<file path="config.mk">
export PLATFORM = sky130hd
export DESIGN_NAME = i2c_error_arbitration
export DESIGN_NICKNAME = d
export VERILOG_FILES = /design/src/i2c_error_arbitration.v /design/src/bus_line_monitor.v
export VERILOG_INCLUDE_DIRS = /design/src /design/src/src
export SDC_FILE = /design/constraint.sdc
export NUM_CORES = 1
export LEC_CHECK = 0
export ABC_AREA = 1
export ABC_CLOCK_PERIOD_IN_PS = 5150
export BUFFER_PORTS_ARGS = -buffer_cell sky130_fd_sc_hd__clkbuf_2
export CAP_MARGIN = 20
export CELL_PAD_IN_SITES_DETAIL_PLACEMENT = 1
export CELL_PAD_IN_SITES_GLOBAL_PLACEMENT = 2
export CORE_MARGIN = 10
export CORE_UTILIZATION = 25
export DETAILED_ROUTE_END_ITERATION = 6
export PLACE_DENSITY_LB_ADDON = 0.1
export SLEW_MARGIN = 20
export SYNTH_ARGS = -nofsm -noshare
export SYNTH_HDL_FRONTEND = slang
export SYNTH_SLANG_ARGS = --single-unit
export TNS_END_PERCENT = 10
</file>
<file path="constraint.sdc">
create_clock -name pclk -period 5.15 [get_ports pclk]
set_input_delay 1.03 -clock pclk [delete_from_list [all_inputs] [get_ports pclk]]
set_output_delay 1.03 -clock pclk [all_outputs]
set_load 0.05 [all_outputs]
</file>
<file path="src/i2c_err_arb_defs.vh">
// register offsets, field positions, status codes and reset values of the two-wire error/arbitration block
// assumes: included by bare name from the design files
`ifndef I2C_ERR_ARB_DEFS_VH
`define I2C_ERR_ARB_DEFS_VH
// ----------------------------------------
// register offsets
// ----------------------------------------
`define OFS_CTRL 8'h00
`define OFS_STAT 8'h04
`define OFS_DATA 8'h08
`define OFS_ADDR 8'h0c
`define OFS_DIV 8'h10
`define OFS_IST 8'h14
`define OFS_IEN 8'h18
`define OFS_ICLR 8'h1c
// ----------------------------------------
// control register fields
// ----------------------------------------
`define B_DONE 7
`define B_ACKEN 6
`define B_STA 5
`define B_STO 4
`define B_WCOL 3
`define B_EN 2
// ----------------------------------------
// interrupt status bits
// ----------------------------------------
`define IRQ_W 3
`define IRQ_DONE 0
`define IRQ_BERR 1
`define IRQ_ARB 2
// ----------------------------------------
// status codes
// ----------------------------------------
`define ST_NOINFO 8'hf8
`define ST_BUSERR 8'h00
`define ST_START 8'h08
`define ST_RSTART 8'h10
`define ST_MT_AACK 8'h18
`define ST_MT_ANACK 8'h20
`define ST_MT_DACK 8'h28
`define ST_MT_DNACK 8'h30
`define ST_ARB_DATA 8'h38
`define ST_MR_AACK 8'h40
`define ST_MR_ANACK 8'h48
`define ST_MR_DACK 8'h50
`define ST_MR_DNACK 8'h58
`define ST_SR_ADDR 8'h60
`define ST_SR_ARB 8'h68
`define ST_SR_DACK 8'h80
`define ST_SR_DNACK 8'h88
`define ST_SR_STOP 8'ha0
`define ST_ST_ADDR 8'ha8
`define ST_ST_ARB 8'hb0
`define ST_ST_DACK 8'hb8
`define ST_ST_DNACK 8'hc0
`define ST_ARB_ADDR 8'hd0
// ----------------------------------------
// reset values and counts
// ----------------------------------------
`define DIV_RST 8'h7c
`define DIV_MIN 8'h04
`define OWN_RST 7'h7f
`define BIT_LAST 4'h7
`define BIT_ACK 4'h8
`define BIT_FIRST 4'h1
`endif

</file>
<file path="src/i2c_error_arbitration.v">
// two-wire bus interface: byte engine, bus error recovery, repeated start and arbitration
// assumes: APB master on pclk, open-drain pads outside, scl/sda pulled high when released
// Notes on behaviour
// - status reads 0xf8 whenever the job-done flag is clear
// - START or STOP inside a byte or acknowledge bit reports status 0x00
// - a bus error sets the job-done flag
// - recovery enters not-addressed slave and clears only the stop request
// - recovery releases both lines and sends no STOP
// - while 0xf8 is shown the engine keeps waiting or transferring by itself
// - a repeated START changes direction and keeps bus ownership
// - a master sending one while the line reads zero loses arbitration
// - identical traffic from several masters never flags a loss
// - after direction/data loss go unaddressed or wait free bus and restart
// - after address loss switch to slave and check own address
// - addressed after loss enters slave receive or transmit by direction bit
// - one master continues; the losing master keeps the received byte only after a loss in the address byte or at a byte's last bit
// - while job-done is set after a START or a byte the clock line is held low; after an unaddressed arbitration loss, a slave NACK or a STOP it is released
// - software finishes register accesses before clearing job-done
`timescale 1ns/10ps
`include "i2c_err_arb_defs.vh"
module i2c_error_arbitration (
	// apb slave
	input wire pclk,
	input wire presetn,
	input wire psel,
	input wire penable,
	input wire pwrite,
	input wire [7:0] paddr,
	input wire [31:0] pwdata,
	output wire [31:0] prdata,
	output wire pready,
	output wire pslverr,
	// bus lines
	input wire scl_in,
	input wire sda_in,
	output wire scl_out,
	output wire scl_oe,
	output wire sda_out,
	output wire sda_oe,
	// interrupt
	output wire irq
);
	localparam S_IDLE = 4'h0;
	localparam S_START = 4'h1;
	localparam S_HOLD = 4'h2;
	localparam S_LO = 4'h3;
	localparam S_HI = 4'h4;
	localparam S_STOP1 = 4'h5;
	localparam S_STOP2 = 4'h6;
	localparam S_RS1 = 4'h7;
	localparam S_RS2 = 4'h8;
	reg [31:0] prdata_q;
	reg pready_q, pslverr_q, irq_q, scl_oe_q, sda_oe_q, zero_q;
	reg [7:0] stat_q, data_q, div_q, cnt_q, sh_q;
	reg [6:0] own_q;
	reg done_q, acken_q, sta_q, sto_q, wcol_q, en_q, tick_q;
	reg [`IRQ_W-1:0] ist_q, ien_q, ev_q;
	reg [3:0] st_q, bcnt_q;
	reg mst_q, act_q, first_q, txb_q, dir_q, arbl_q, berr_q, rs_q, busy_q, match_q, ackg_q, ph_q;
	reg [31:0] rd_d;
	reg unmap_d;
	wire scl_s, sda_s, scl_rise, scl_fall, start_det, stop_det;
	wire acc = psel & penable;
	wire wr = acc & pwrite & pready_q;
	wire go = wr && (paddr == `OFS_CTRL) && pwdata[`B_DONE] && done_q;
	wire gen = (st_q == S_START) || (st_q == S_STOP1) || (st_q == S_STOP2) || (st_q == S_RS1) || (st_q == S_RS2);
	wire samp = (mst_q && (st_q == S_HI) && tick_q && scl_s) || (!mst_q && act_q && scl_rise);
	wire drive = !mst_q && act_q && scl_fall;
	wire drv_bit = (bcnt_q < `BIT_ACK) ? (txb_q & ~sh_q[7]) : (~txb_q & ackg_q);
	wire [7:0] sh_n = {sh_q[6:0], sda_s};
	wire ack = ~sda_s;
	wire [7:0] lim = (div_q < `DIV_MIN) ? `DIV_MIN : div_q;
	wire legal = (bcnt_q == `BIT_FIRST) && !mst_q;
	assign prdata = prdata_q;
	assign pready = pready_q;
	assign pslverr = pslverr_q;
	assign scl_out = zero_q;
	assign sda_out = zero_q;
	assign scl_oe = scl_oe_q;
	assign sda_oe = sda_oe_q;
	assign irq = irq_q;
	// ----------------------------------------
	// line synchronisers
	// ----------------------------------------
	bus_line_monitor u_mon (
		.pclk(pclk),
		.presetn(presetn),
		.scl_in(scl_in),
		.sda_in(sda_in),
		.scl_s(scl_s),
		.sda_s(sda_s),
		.scl_rise(scl_rise),
		.scl_fall(scl_fall),
		.start_det(start_det),
		.stop_det(stop_det)
	);
	// ----------------------------------------
	// apb read path
	// ----------------------------------------
	always @* begin
		rd_d = 32'h0;
		unmap_d = 1'b0;
		case (paddr)
			`OFS_CTRL: rd_d[7:0] = {done_q, acken_q, sta_q, sto_q, wcol_q, en_q, 2'b00};
			`OFS_STAT: rd_d[7:0] = done_q ? stat_q : `ST_NOINFO;
			`OFS_DATA: rd_d[7:0] = data_q;
			`OFS_ADDR: rd_d[7:0] = {own_q, 1'b0};
			`OFS_DIV: rd_d[7:0] = div_q;
			`OFS_IST: rd_d[`IRQ_W-1:0] = ist_q;
			`OFS_IEN: rd_d[`IRQ_W-1:0] = ien_q;
			`OFS_ICLR: rd_d = 32'h0;
			default: unmap_d = 1'b1;
		endcase
	end
	always @(posedge pclk or negedge presetn) begin
		if (!presetn) begin
			pready_q <= 1'b0;
			pslverr_q <= 1'b0;
			prdata_q <= 32'h0;
		end else if (acc && !pready_q) begin
			pready_q <= 1'b1;
			pslverr_q <= unmap_d;
			prdata_q <= pwrite ? 32'h0 : rd_d;
		end else begin
			pready_q <= 1'b0;
			pslverr_q <= 1'b0;
		end
	end
	// ----------------------------------------
	// bit-rate tick and interrupt
	// ----------------------------------------
	always @(posedge pclk or negedge presetn) begin
		if (!presetn) begin
			cnt_q <= 8'h00;
			tick_q <= 1'b0;
			ist_q <= {`IRQ_W{1'b0}};
			irq_q <= 1'b0;
			zero_q <= 1'b0;
		end else begin
			zero_q <= 1'b0;
			tick_q <= (cnt_q >= lim);
			cnt_q <= (cnt_q >= lim) ? 8'h00 : cnt_q + 8'h01;
			if (wr && (paddr == `OFS_ICLR))
				ist_q <= (ist_q & ~pwdata[`IRQ_W-1:0]) | ev_q;
			else
				ist_q <= ist_q | ev_q;
			irq_q <= |(ist_q & ien_q);
		end
	end
	// ----------------------------------------
	// registers and byte engine
	// ----------------------------------------
	always @(posedge pclk or negedge presetn) begin
		if (!presetn) begin
			stat_q <= `ST_NOINFO;
			data_q <= 8'h00;
			div_q <= `DIV_RST;
			own_q <= `OWN_RST;
			sh_q <= 8'h00;
			{done_q, acken_q, sta_q, sto_q, wcol_q, en_q} <= 6'h00;
			ien_q <= {`IRQ_W{1'b0}};
			ev_q <= {`IRQ_W{1'b0}};
			st_q <= S_IDLE;
			bcnt_q <= 4'h0;
			{mst_q, act_q, first_q, txb_q, dir_q, arbl_q} <= 6'h00;
			{berr_q, rs_q, busy_q, match_q, ackg_q, ph_q} <= 6'h00;
			scl_oe_q <= 1'b0;
			sda_oe_q <= 1'b0;
		end else begin
			ev_q <= {`IRQ_W{1'b0}};
			if (wr) begin
				case (paddr)
					`OFS_CTRL: begin
						acken_q <= pwdata[`B_ACKEN];
						sta_q <= pwdata[`B_STA];
						sto_q <= pwdata[`B_STO];
						en_q <= pwdata[`B_EN];
						if (pwdata[`B_DONE] && (pwdata[`B_STO] || !berr_q))
							done_q <= 1'b0;
					end
					`OFS_DATA: begin
						if (done_q) begin
							data_q <= pwdata[7:0];
							wcol_q <= 1'b0;
						end else
							wcol_q <= 1'b1;
					end
					`OFS_ADDR: own_q <= pwdata[7:1];
					`OFS_DIV: div_q <= pwdata[7:0];
					`OFS_IEN: ien_q <= pwdata[`IRQ_W-1:0];
					default: ;
				endcase
			end
			if (!en_q) begin
				st_q <= S_IDLE;
				{mst_q, act_q, berr_q, busy_q} <= 4'h0;
				bcnt_q <= 4'h0;
				scl_oe_q <= 1'b0;
				sda_oe_q <= 1'b0;
			end else begin
				if (start_det)
					busy_q <= 1'b1;
				if (stop_det)
					busy_q <= 1'b0;
				// software resumes the engine by clearing job-done
				if (go) begin
					if (berr_q) begin
						if (pwdata[`B_STO]) begin
							berr_q <= 1'b0;
							sto_q <= 1'b0;
							{mst_q, act_q} <= 2'b00;
							scl_oe_q <= 1'b0;
							sda_oe_q <= 1'b0;
							st_q <= S_IDLE;
						end
					end else if (mst_q && (st_q == S_HOLD)) begin
						if (pwdata[`B_STO]) begin
							sda_oe_q <= 1'b1;
							st_q <= S_STOP1;
						end else if (pwdata[`B_STA]) begin
							sda_oe_q <= 1'b0;
							st_q <= S_RS1;
						end else begin
							sh_q <= data_q;
							ph_q <= 1'b0;
							st_q <= S_LO;
						end
					end else if (!mst_q && act_q && match_q && !first_q) begin
						sh_q <= data_q;
						if (scl_oe_q) begin
							scl_oe_q <= 1'b0;
							sda_oe_q <= txb_q & ~data_q[7];
						end
					end
				end
				// master clock and line sequencing
				case (st_q)
					S_IDLE: begin
						if (tick_q && sta_q && !busy_q && !done_q && !act_q && !berr_q) begin
							sda_oe_q <= 1'b1;
							mst_q <= 1'b1;
							rs_q <= 1'b0;
							st_q <= S_START;
						end
					end
					S_START: begin
						if (tick_q) begin
							scl_oe_q <= 1'b1;
							done_q <= 1'b1;
							ev_q[`IRQ_DONE] <= 1'b1;
							stat_q <= rs_q ? `ST_RSTART : `ST_START;
							{first_q, txb_q} <= 2'b11;
							bcnt_q <= 4'h0;
							st_q <= S_HOLD;
						end
					end
					S_HOLD: scl_oe_q <= 1'b1;
					S_LO: begin
						if (tick_q) begin
							ph_q <= ~ph_q;
							if (!ph_q)
								sda_oe_q <= drv_bit;
							else begin
								scl_oe_q <= 1'b0;
								st_q <= S_HI;
							end
						end
					end
					S_HI: begin
						if (tick_q && scl_s) begin
							scl_oe_q <= 1'b1;
							ph_q <= 1'b0;
							st_q <= (bcnt_q == `BIT_ACK) ? S_HOLD : S_LO;
						end
					end
					S_STOP1: begin
						if (tick_q) begin
							scl_oe_q <= 1'b0;
							st_q <= S_STOP2;
						end
					end
					S_STOP2: begin
						if (tick_q && scl_s) begin
							sda_oe_q <= 1'b0;
							sto_q <= 1'b0;
							{mst_q, act_q} <= 2'b00;
							st_q <= S_IDLE;
						end
					end
					S_RS1: begin
						if (tick_q) begin
							scl_oe_q <= 1'b0;
							st_q <= S_RS2;
						end
					end
					S_RS2: begin
						if (tick_q && scl_s) begin
							sda_oe_q <= 1'b1;
							rs_q <= 1'b1;
							st_q <= S_START;
						end
					end
					default: st_q <= S_IDLE;
				endcase
				// bit sampling, shared by master and slave
				if (samp) begin
					if (bcnt_q < `BIT_ACK) begin
						sh_q <= sh_n;
						bcnt_q <= bcnt_q + 4'h1;
						if (bcnt_q == `BIT_LAST) begin
							data_q <= sh_n;
							if (first_q) begin
								match_q <= (sh_q[6:0] == own_q);
								dir_q <= sda_s;
							end
							ackg_q <= acken_q & (mst_q | !first_q | (sh_q[6:0] == own_q));
						end
						if (mst_q && txb_q && sh_q[7] && !sda_s) begin
							{mst_q, txb_q} <= 2'b00;
							scl_oe_q <= 1'b0;
							sda_oe_q <= 1'b0;
							st_q <= S_IDLE;
							if (first_q && (bcnt_q != `BIT_LAST))
								arbl_q <= 1'b1;
							else begin
								act_q <= 1'b0;
								done_q <= 1'b1;
								ev_q[`IRQ_DONE] <= 1'b1;
								ev_q[`IRQ_ARB] <= 1'b1;
								stat_q <= `ST_ARB_DATA;
							end
						end
					end else begin
						bcnt_q <= 4'h0;
						first_q <= 1'b0;
						if (mst_q) begin
							done_q <= 1'b1;
							ev_q[`IRQ_DONE] <= 1'b1;
							if (first_q) begin
								txb_q <= ~dir_q;
								if (dir_q)
									stat_q <= ack ? `ST_MR_AACK : `ST_MR_ANACK;
								else
									stat_q <= ack ? `ST_MT_AACK : `ST_MT_ANACK;
							end else if (txb_q)
								stat_q <= ack ? `ST_MT_DACK : `ST_MT_DNACK;
							else
								stat_q <= ackg_q ? `ST_MR_DACK : `ST_MR_DNACK;
						end else if (first_q) begin
							arbl_q <= 1'b0;
							if (match_q && ackg_q) begin
								txb_q <= dir_q;
								done_q <= 1'b1;
								ev_q[`IRQ_DONE] <= 1'b1;
								if (dir_q)
									stat_q <= arbl_q ? `ST_ST_ARB : `ST_ST_ADDR;
								else
									stat_q <= arbl_q ? `ST_SR_ARB : `ST_SR_ADDR;
							end else begin
								act_q <= 1'b0;
								if (arbl_q) begin
									done_q <= 1'b1;
									ev_q[`IRQ_DONE] <= 1'b1;
									ev_q[`IRQ_ARB] <= 1'b1;
									stat_q <= `ST_ARB_ADDR;
								end
							end
						end else begin
							done_q <= 1'b1;
							ev_q[`IRQ_DONE] <= 1'b1;
							if (txb_q)
								stat_q <= ack ? `ST_ST_DACK : `ST_ST_DNACK;
							else
								stat_q <= ackg_q ? `ST_SR_DACK : `ST_SR_DNACK;
							if (txb_q ? !ack : !ackg_q)
								act_q <= 1'b0;
						end
					end
				end
				// slave line driving on falling clock edges
				if (drive) begin
					if ((bcnt_q == 4'h0) && !first_q && done_q) begin
						scl_oe_q <= 1'b1;
						sda_oe_q <= 1'b0;
					end else
						sda_oe_q <= drv_bit;
				end
				// START/STOP checks win over everything above
				if ((start_det || stop_det) && act_q && !gen && !legal) begin
					done_q <= 1'b1;
					ev_q[`IRQ_DONE] <= 1'b1;
					ev_q[`IRQ_BERR] <= 1'b1;
					stat_q <= `ST_BUSERR;
					berr_q <= 1'b1;
					{mst_q, act_q} <= 2'b00;
					st_q <= S_IDLE;
				end else if (start_det && !berr_q) begin
					{act_q, first_q, match_q} <= 3'b100 | 3'b010;
					bcnt_q <= 4'h0;
					if (!mst_q)
						{txb_q, arbl_q} <= 2'b00;
				end else if (stop_det && act_q) begin
					act_q <= 1'b0;
					scl_oe_q <= 1'b0;
					sda_oe_q <= 1'b0;
					if (!mst_q && match_q && !first_q) begin
						done_q <= 1'b1;
						ev_q[`IRQ_DONE] <= 1'b1;
						stat_q <= `ST_SR_STOP;
					end
				end
			end
		end
	end
endmodule // i2c_error_arbitration

</file>
<file path="src/bus_line_monitor.v">
// two-stage synchronisers for the bus lines plus edge, START and STOP detection
// assumes: scl_in and sda_in are asynchronous pin levels, pulled high when released
`timescale 1ns/10ps
module bus_line_monitor (
	// clock and reset
	input wire pclk,
	input wire presetn,
	// bus pins
	input wire scl_in,
	input wire sda_in,
	// synchronised levels and events
	output wire scl_s,
	output wire sda_s,
	output wire scl_rise,
	output wire scl_fall,
	output wire start_det,
	output wire stop_det
);
	reg scl_m_q, scl_s_q, scl_d_q;
	reg sda_m_q, sda_s_q, sda_d_q;
	// ----------------------------------------
	// synchronisers
	// ----------------------------------------
	always @(posedge pclk or negedge presetn) begin
		if (!presetn) begin
			scl_m_q <= 1'b1;
			scl_s_q <= 1'b1;
			scl_d_q <= 1'b1;
			sda_m_q <= 1'b1;
			sda_s_q <= 1'b1;
			sda_d_q <= 1'b1;
		end else begin
			scl_m_q <= scl_in;
			scl_s_q <= scl_m_q;
			scl_d_q <= scl_s_q;
			sda_m_q <= sda_in;
			sda_s_q <= sda_m_q;
			sda_d_q <= sda_s_q;
		end
	end
	assign scl_s = scl_s_q;
	assign sda_s = sda_s_q;
	assign scl_rise = scl_s_q & ~scl_d_q;
	assign scl_fall = ~scl_s_q & scl_d_q;
	assign start_det = scl_s_q & scl_d_q & ~sda_s_q & sda_d_q;
	assign stop_det = scl_s_q & scl_d_q & sda_s_q & ~sda_d_q;
endmodule // bus_line_monitor

</file>
Word level (Yosys, flattened, before mapping):

Cells that the tools add are included.

* muxes and demuxes: 259
* add/sub/neg operators: 2
* divide/modulo/power cells: 0
* shift operators: 0
* equal/unequal tests: 24
* magnitude comparators: 3
* reductions and logical operators: 69
* bitwise operators: 30
* multiply operators: 0

Operators with widths (count)
* $mux W8: 35
* $mux W1: 175
* $mux W4: 29
* $logic_and A1 B1 Y1: 36
* $pmux W4 S9: 1
* $eq A8 B5 Y1 const B: 4
* $mux W7: 4
* $pmux W5 S5: 1
* $pmux W3 S7: 1
* $eq A4 B3 Y1 const B: 5
* $eq A8 B4 Y1 const B: 2
* $mux W5: 3
* $and A1 B1 Y1: 14
* $mux W3: 4
* $logic_not A1 Y1: 11
* $reduce_and A2 Y1: 5
* $not A1 Y1: 9
* $add A8 B1 Y8 const B: 1
* $eq A4 B1 Y1 const B: 2
* $eq A4 B2 Y1 const B: 2
* $eq A4 B4 Y1 const B: 2
* $eq A8 B3 Y1 const B: 1
* $ge A8 B8 Y1: 1
* $logic_not A4 Y1: 2
* 24 further kinds: 37

* bits in latches: 0
* flip-flop bits (word level): 126
* memories kept: 0
* memory bits (writable): 0
* word-level logic and storage cells: 429
* input port bits: 47
* bits in read-only memories: 0
* output and inout bits: 39

Logic depth before layout (Yosys ltp):

* depth in word-level cells: 21
* mapped depth: 15
* depth with buffers taken out: 14

Cells and area by module:

A second synthesis with hierarchy kept.

* cells, all modules: 873
* area total of the unflattened synthesis: 6368.6 um2

Modules (own cells, without submodules)
* i2c_error_arbitration: cells each 856, area an instance 6169.7 um2, seq. area each 2423.6 um2, times used 1
* bus_line_monitor: cells each 17, area an instance 198.9 um2, seq. area each 157.7 um2, times used 1

Worst setup path after synthesis:

OpenSTA, ideal clock, no wires.

* path kind: input-to-reg
* start: input paddr[1]
* end: register sh_q[2]
* library setup time: 0.117 ns
* arrival: 2.220 ns
* stages on the path: 11
* required time: 5.033 ns
* buffers on the path: 1
* setup slack: 2.813 ns
* path through: nor2_1 nand2_1 nor2_4 nand2_1 nor2_1 nand2_1 a21oi_4 buf_4 o211ai_1 nand2_1 nand2_1

* longest elaborated chain between the ends: 7

Ends and longest elaborated chain
* start: declaration: line i2c_error_arbitration.v:28 `input wire [7:0] paddr,`
* $logic_not A8 Y1 (*)
* $logic_and A1 B1 Y1 (*) (3 in a row): line i2c_error_arbitration.v:65 `` wire go = wr && (paddr == `OFS_CTRL) && pwdata[`B_DONE] && done_q; ``
* $mux W8 (*): line i2c_error_arbitration.v:206 `if (go) begin`
* $mux W8: line i2c_error_arbitration.v:307 `` if (bcnt_q < `BIT_ACK) begin ``
* $mux W8 (*): line i2c_error_arbitration.v:306 `if (samp) begin`
* end signal: assignment: line i2c_error_arbitration.v:224 `sh_q <= data_q;`
* end signal: assignment: line i2c_error_arbitration.v:229 `sh_q <= data_q;`
* end signal: assignment: line i2c_error_arbitration.v:308 `sh_q <= sh_n;`
* end: declaration: line i2c_error_arbitration.v:54 `reg [7:0] stat_q, data_q, div_q, cnt_q, sh_q;`

Every way passes the cells marked *; elsewhere a longest branch is shown, timed or not.
A chain may end at the register's enable or synchronous reset.

Final worst setup path:

* start: register mst_q
* end: register st_q[0]

* longest elaborated chain between the ends: 12
* elaborated cells on any way between the ends: 32
* classes of those cells: mux: 18; reduce/logical: 14

Ends and longest elaborated chain
* start: declaration: line i2c_error_arbitration.v:59 `reg mst_q, act_q, first_q, txb_q, dir_q, arbl_q, berr_q, rs_q, busy_q, match_q, ackg_q, ph_q;`
* start signal: assignment: line i2c_error_arbitration.v:165 `{mst_q, act_q, first_q, txb_q, dir_q, arbl_q} <= 6'h00;`
* start signal: assignment: line i2c_error_arbitration.v:196 `{mst_q, act_q, berr_q, busy_q} <= 4'h0;`
* start signal: assignment: line i2c_error_arbitration.v:211 `{mst_q, act_q} <= 2'b00;`
* $logic_and A1 B1 Y1: line i2c_error_arbitration.v:216 `end else if (mst_q && (st_q == S_HOLD)) begin`
* $mux W4: line i2c_error_arbitration.v:216
* $mux W4: line i2c_error_arbitration.v:207 `if (berr_q) begin`
* $mux W4: line i2c_error_arbitration.v:206
* $mux W4: line i2c_error_arbitration.v:261 `if (!ph_q)`
* $mux W4: line i2c_error_arbitration.v:259 `if (tick_q) begin`
* $pmux W4 S9: line i2c_error_arbitration.v:237 `case (st_q)`
* $mux W4: line i2c_error_arbitration.v:318 `if (mst_q && txb_q && sh_q[7] && !sda_s) begin`
* $mux W4: line i2c_error_arbitration.v:307
* $mux W4: line i2c_error_arbitration.v:306
* $mux W4 (*): line i2c_error_arbitration.v:389 `if ((start_det || stop_det) && act_q && !gen && !legal) begin`
* $mux W4 (*): line i2c_error_arbitration.v:194 `if (!en_q) begin`
* end signal: assignment: line i2c_error_arbitration.v:273 `` st_q <= (bcnt_q == `BIT_ACK) ? S_HOLD : S_LO; ``
* end: declaration: line i2c_error_arbitration.v:58 `reg [3:0] st_q, bcnt_q;`

Marks and branches as above.

==> reports/results.ini <==
[run_status]
status = completed

[yosys]
yosys-top-cells-area = dfrtp_1 (31%), nand2_1 (13%), dfstp_2 (9.6%)
yosysSeqAreaShare_pct = 40.94
synth_flop_cell = dfrtp_1
syn-cell-area_sq_mm = 0.006305
netlist.area_leader.share_pct = 31.36
synth_edf_count = 0
synth.distinct_cells = 51
ys_seq_elements = 102
synth_cells = 863
synth_top_area_cell = dfrtp_1
synth_warnings = 0
async_reset_ff_share_pct = 100.0
synth.avg_cell_area_sq_um = 7.306

[placed_design]
portBuffers = 35
place_congestion = 0.8710
dp.cells = 1212
hpwl_mm = 18.13

[sta]
clock.fmax_mhz = 332.8
finalHoldViolations = 0
slew_violations = 0
rsz0062_at_grt = false
fin_crit_ps = 3005
min_period_over_period_pct = 58.34
setup_tns_ps = 0
worst_slew_pin_slew_ps = 967.6
finalSetupViolCount = 0
timing.hold.ws_ps = 359.6
skew_ps = 12.68
relSlewSlack_pct = 35.43

[clock_tree]
cts_tree = done
post-cts-setup-buffers = 0
cts_buffers = 9
cts_buffer_depth = 2
h-tree-depth = 3
cts_hold_buf = 0
clockRootBuffer = clkbuf_16
clk_pin_slew_ps = 80
clkSinkCount = 102
cts_resized = 0
worst_skew_pair.late_latency_ps = 360

[final_layout]
finalNonFillerCells = 1228
utilization_pct = 28.25
nets = 955
n_antenna_cell = 0
fill_cells = 3116
drive_gt1_share_pct = 11.36
area_growth_pct = 11.87

[critical_path]
crit_path_max_incr_delay_ps = 700
reg2regPathDepth = 12
cp_common_cell = nand2_1
crit_path_cell_trace = inv_2 > nand2_1 > inv_1 > nand3_1 > nand2_2 > nand2_2 > inv_2 > nand2_1 > inv_1 > nor2_1 > nand2_1 > a21oi_1
crit_buf_inv = 4
crit_path_top_delay_cell = dfrtp_1
reg2reg_slack_ps = 2150
critical_path.top_delay_family = simple AND/OR/NAND/NOR gates
r2r_start = mst_q
worstPathArrival_ps = 3280
critical_path.endpoint_type = flop
cp_max_fo = 17
r2r-end = st_q[0]
cp.required_ps = 5430
criticalPathCategory = flop to flop
worstSetupStartpointType = flop

[hold_path]
min_to = u_mon.sda_s
min_from = u_mon.sda_m_q
holdPathStages = 0
hp-class = flop to flop

[detailed_routing]
first_pass_iters = 4
drt_wl_total_mm = 23.16
via_count = 5759
drt_iter0_drc = 344
drc = 0
vias_per_cell = 4.690
wl_per_cell_um = 18.86
drtAntennaViolNets = 0

[pwr]
total_power_uw = 1893
power_leakage_uw = 0.003396
vdd_drop_max_mv = 0.1079
power_density_mw_per_mm2 = 268.4

[floorplanning]
initial_core_util_pct = 25.26
die_w_um = 178.8
coreArea_sq_mm = 0.02496
die_h_um = 178.8
ioPinCount = 86
row_count = 58
die-area_sq_mm = 0.03197

[global_routing]
grt_use_total_pct = 14.76
antenna_found_initial = 0
grt_pass1_vias = 5992
grt_max_degree = 54
grt.overflow.total = 0
grt_pass1_wl_mm = 36.63

[flow_run]
drv_cap = 0

==> synth_stat cells (5+ instances only) <==
cell,count
nand4_1,13
o22ai_1,6
o21ai_0,77
o21ai_1,6
dfrtp_1,79
buf_4,27
nand3_1,34
a31oi_1,5
buf_2,7
nor3_1,16
nor2_2,5
inv_2,7
o211ai_1,11
dfstp_2,23
a21oi_1,51
a211oi_1,5
nand2_1,223
ha_1,15
nor2_1,73
clkbuf_1,7
xnor2_1,5
inv_1,114
==> metal layers <==
layer / global-route usage [%] / share of wire, % / wire, um
met5: 0 / 0 / 0
met4: 3.135 / 1.0 / 235
met3: 2.169 / 3.2 / 741
met2: 23.05 / 45 / 10380
met1: 21.06 / 51 / 11810
==> kinds of logic after synthesis <==
| family | synth area share (%) |
|---|---|
| simple gates | 25.86 |
| compound gates | 17.05 |
| buf+inv | 11.87 |
| flops | 40.94 |
| fa+ha+maj | 2.977 |
| xor+xnor | 1.250 |
| other cells | 0.05948 |
==> power by group <==
part / total [uW] / internal [uW] / switching, uW / leakage [uW]
clock: 774 / 432 / 342 / 0.000151
combinational: 246 / 60.3 / 186 / 0.00203
sequential: 873 / 833 / 40.1 / 0.00122
==> registers in the layout, summed over array words and instances, names as in the netlist, 3 cells and up <==
name	flops
bcnt_q	4
cnt_q	8
data_q	8
div_q	8
ev_q	3
ien_q	3
ist_q	3
own_q	7
prdata	8
sh_q	8
st_q	4
stat_q	8
==> metrics by stage <==
step	cell area, sq um	setup WS, ps
4_1_cts	7053	2091
3_5_place_dp	6729	2020
6_report	7053	2145
2_1_floorplan	6399	2813
3_3_place_gp	6729	2054
5_1_grt	7053	1865
==> cells in the final DEF (no fill, tap or decap), drive strengths merged, types with 2 or more instances in the layout <==
cell type    n
nand3       36
buf          4
o2111ai      4
bufinv       2
a21oi       53
nor4         2
nor3        17
xnor2        5
a22oi        2
nor3b        3
o21ai       83
dfrtp       79
o221ai       4
clkinvlp     2
conb        26
dfstp       23
nand4       13
o211ai      12
clkbuf      44
clkinv       4
ha          15
a211oi       5
xor2         4
nand2      227
o22ai        6
inv        122
a21boi       2
nand3b       2
a31oi        5
nor2        81
o21bai       4
==> cell type report <==
cell class	instances	area (sq um)	area share (%)
multi-input combinational	618	3069	43.52
sequential	102	2581	36.60
inverter	124	465.4	6.599
tap	330	412.9	5.854
clock buffer	10	229.0	3.246
timing repair buffer	38	200.2	2.838
clock inverter	6	95.09	1.348
==> worst max path at each step <==
stage	start	endpoint	slack, ps	cells after the start
floorplan	paddr[1]	sh_q[2]	2810	11
global placement	psel	sh_q[6]	2050	11
detailed placement	paddr[7]	data_q[6]	2020	10
CTS	mst_q	st_q[0]	2090	12
global route	mst_q	st_q[1]	1870	12
finish	mst_q	st_q[0]	2150	12
No activity file was read; power rests on OpenSTA's default activity.
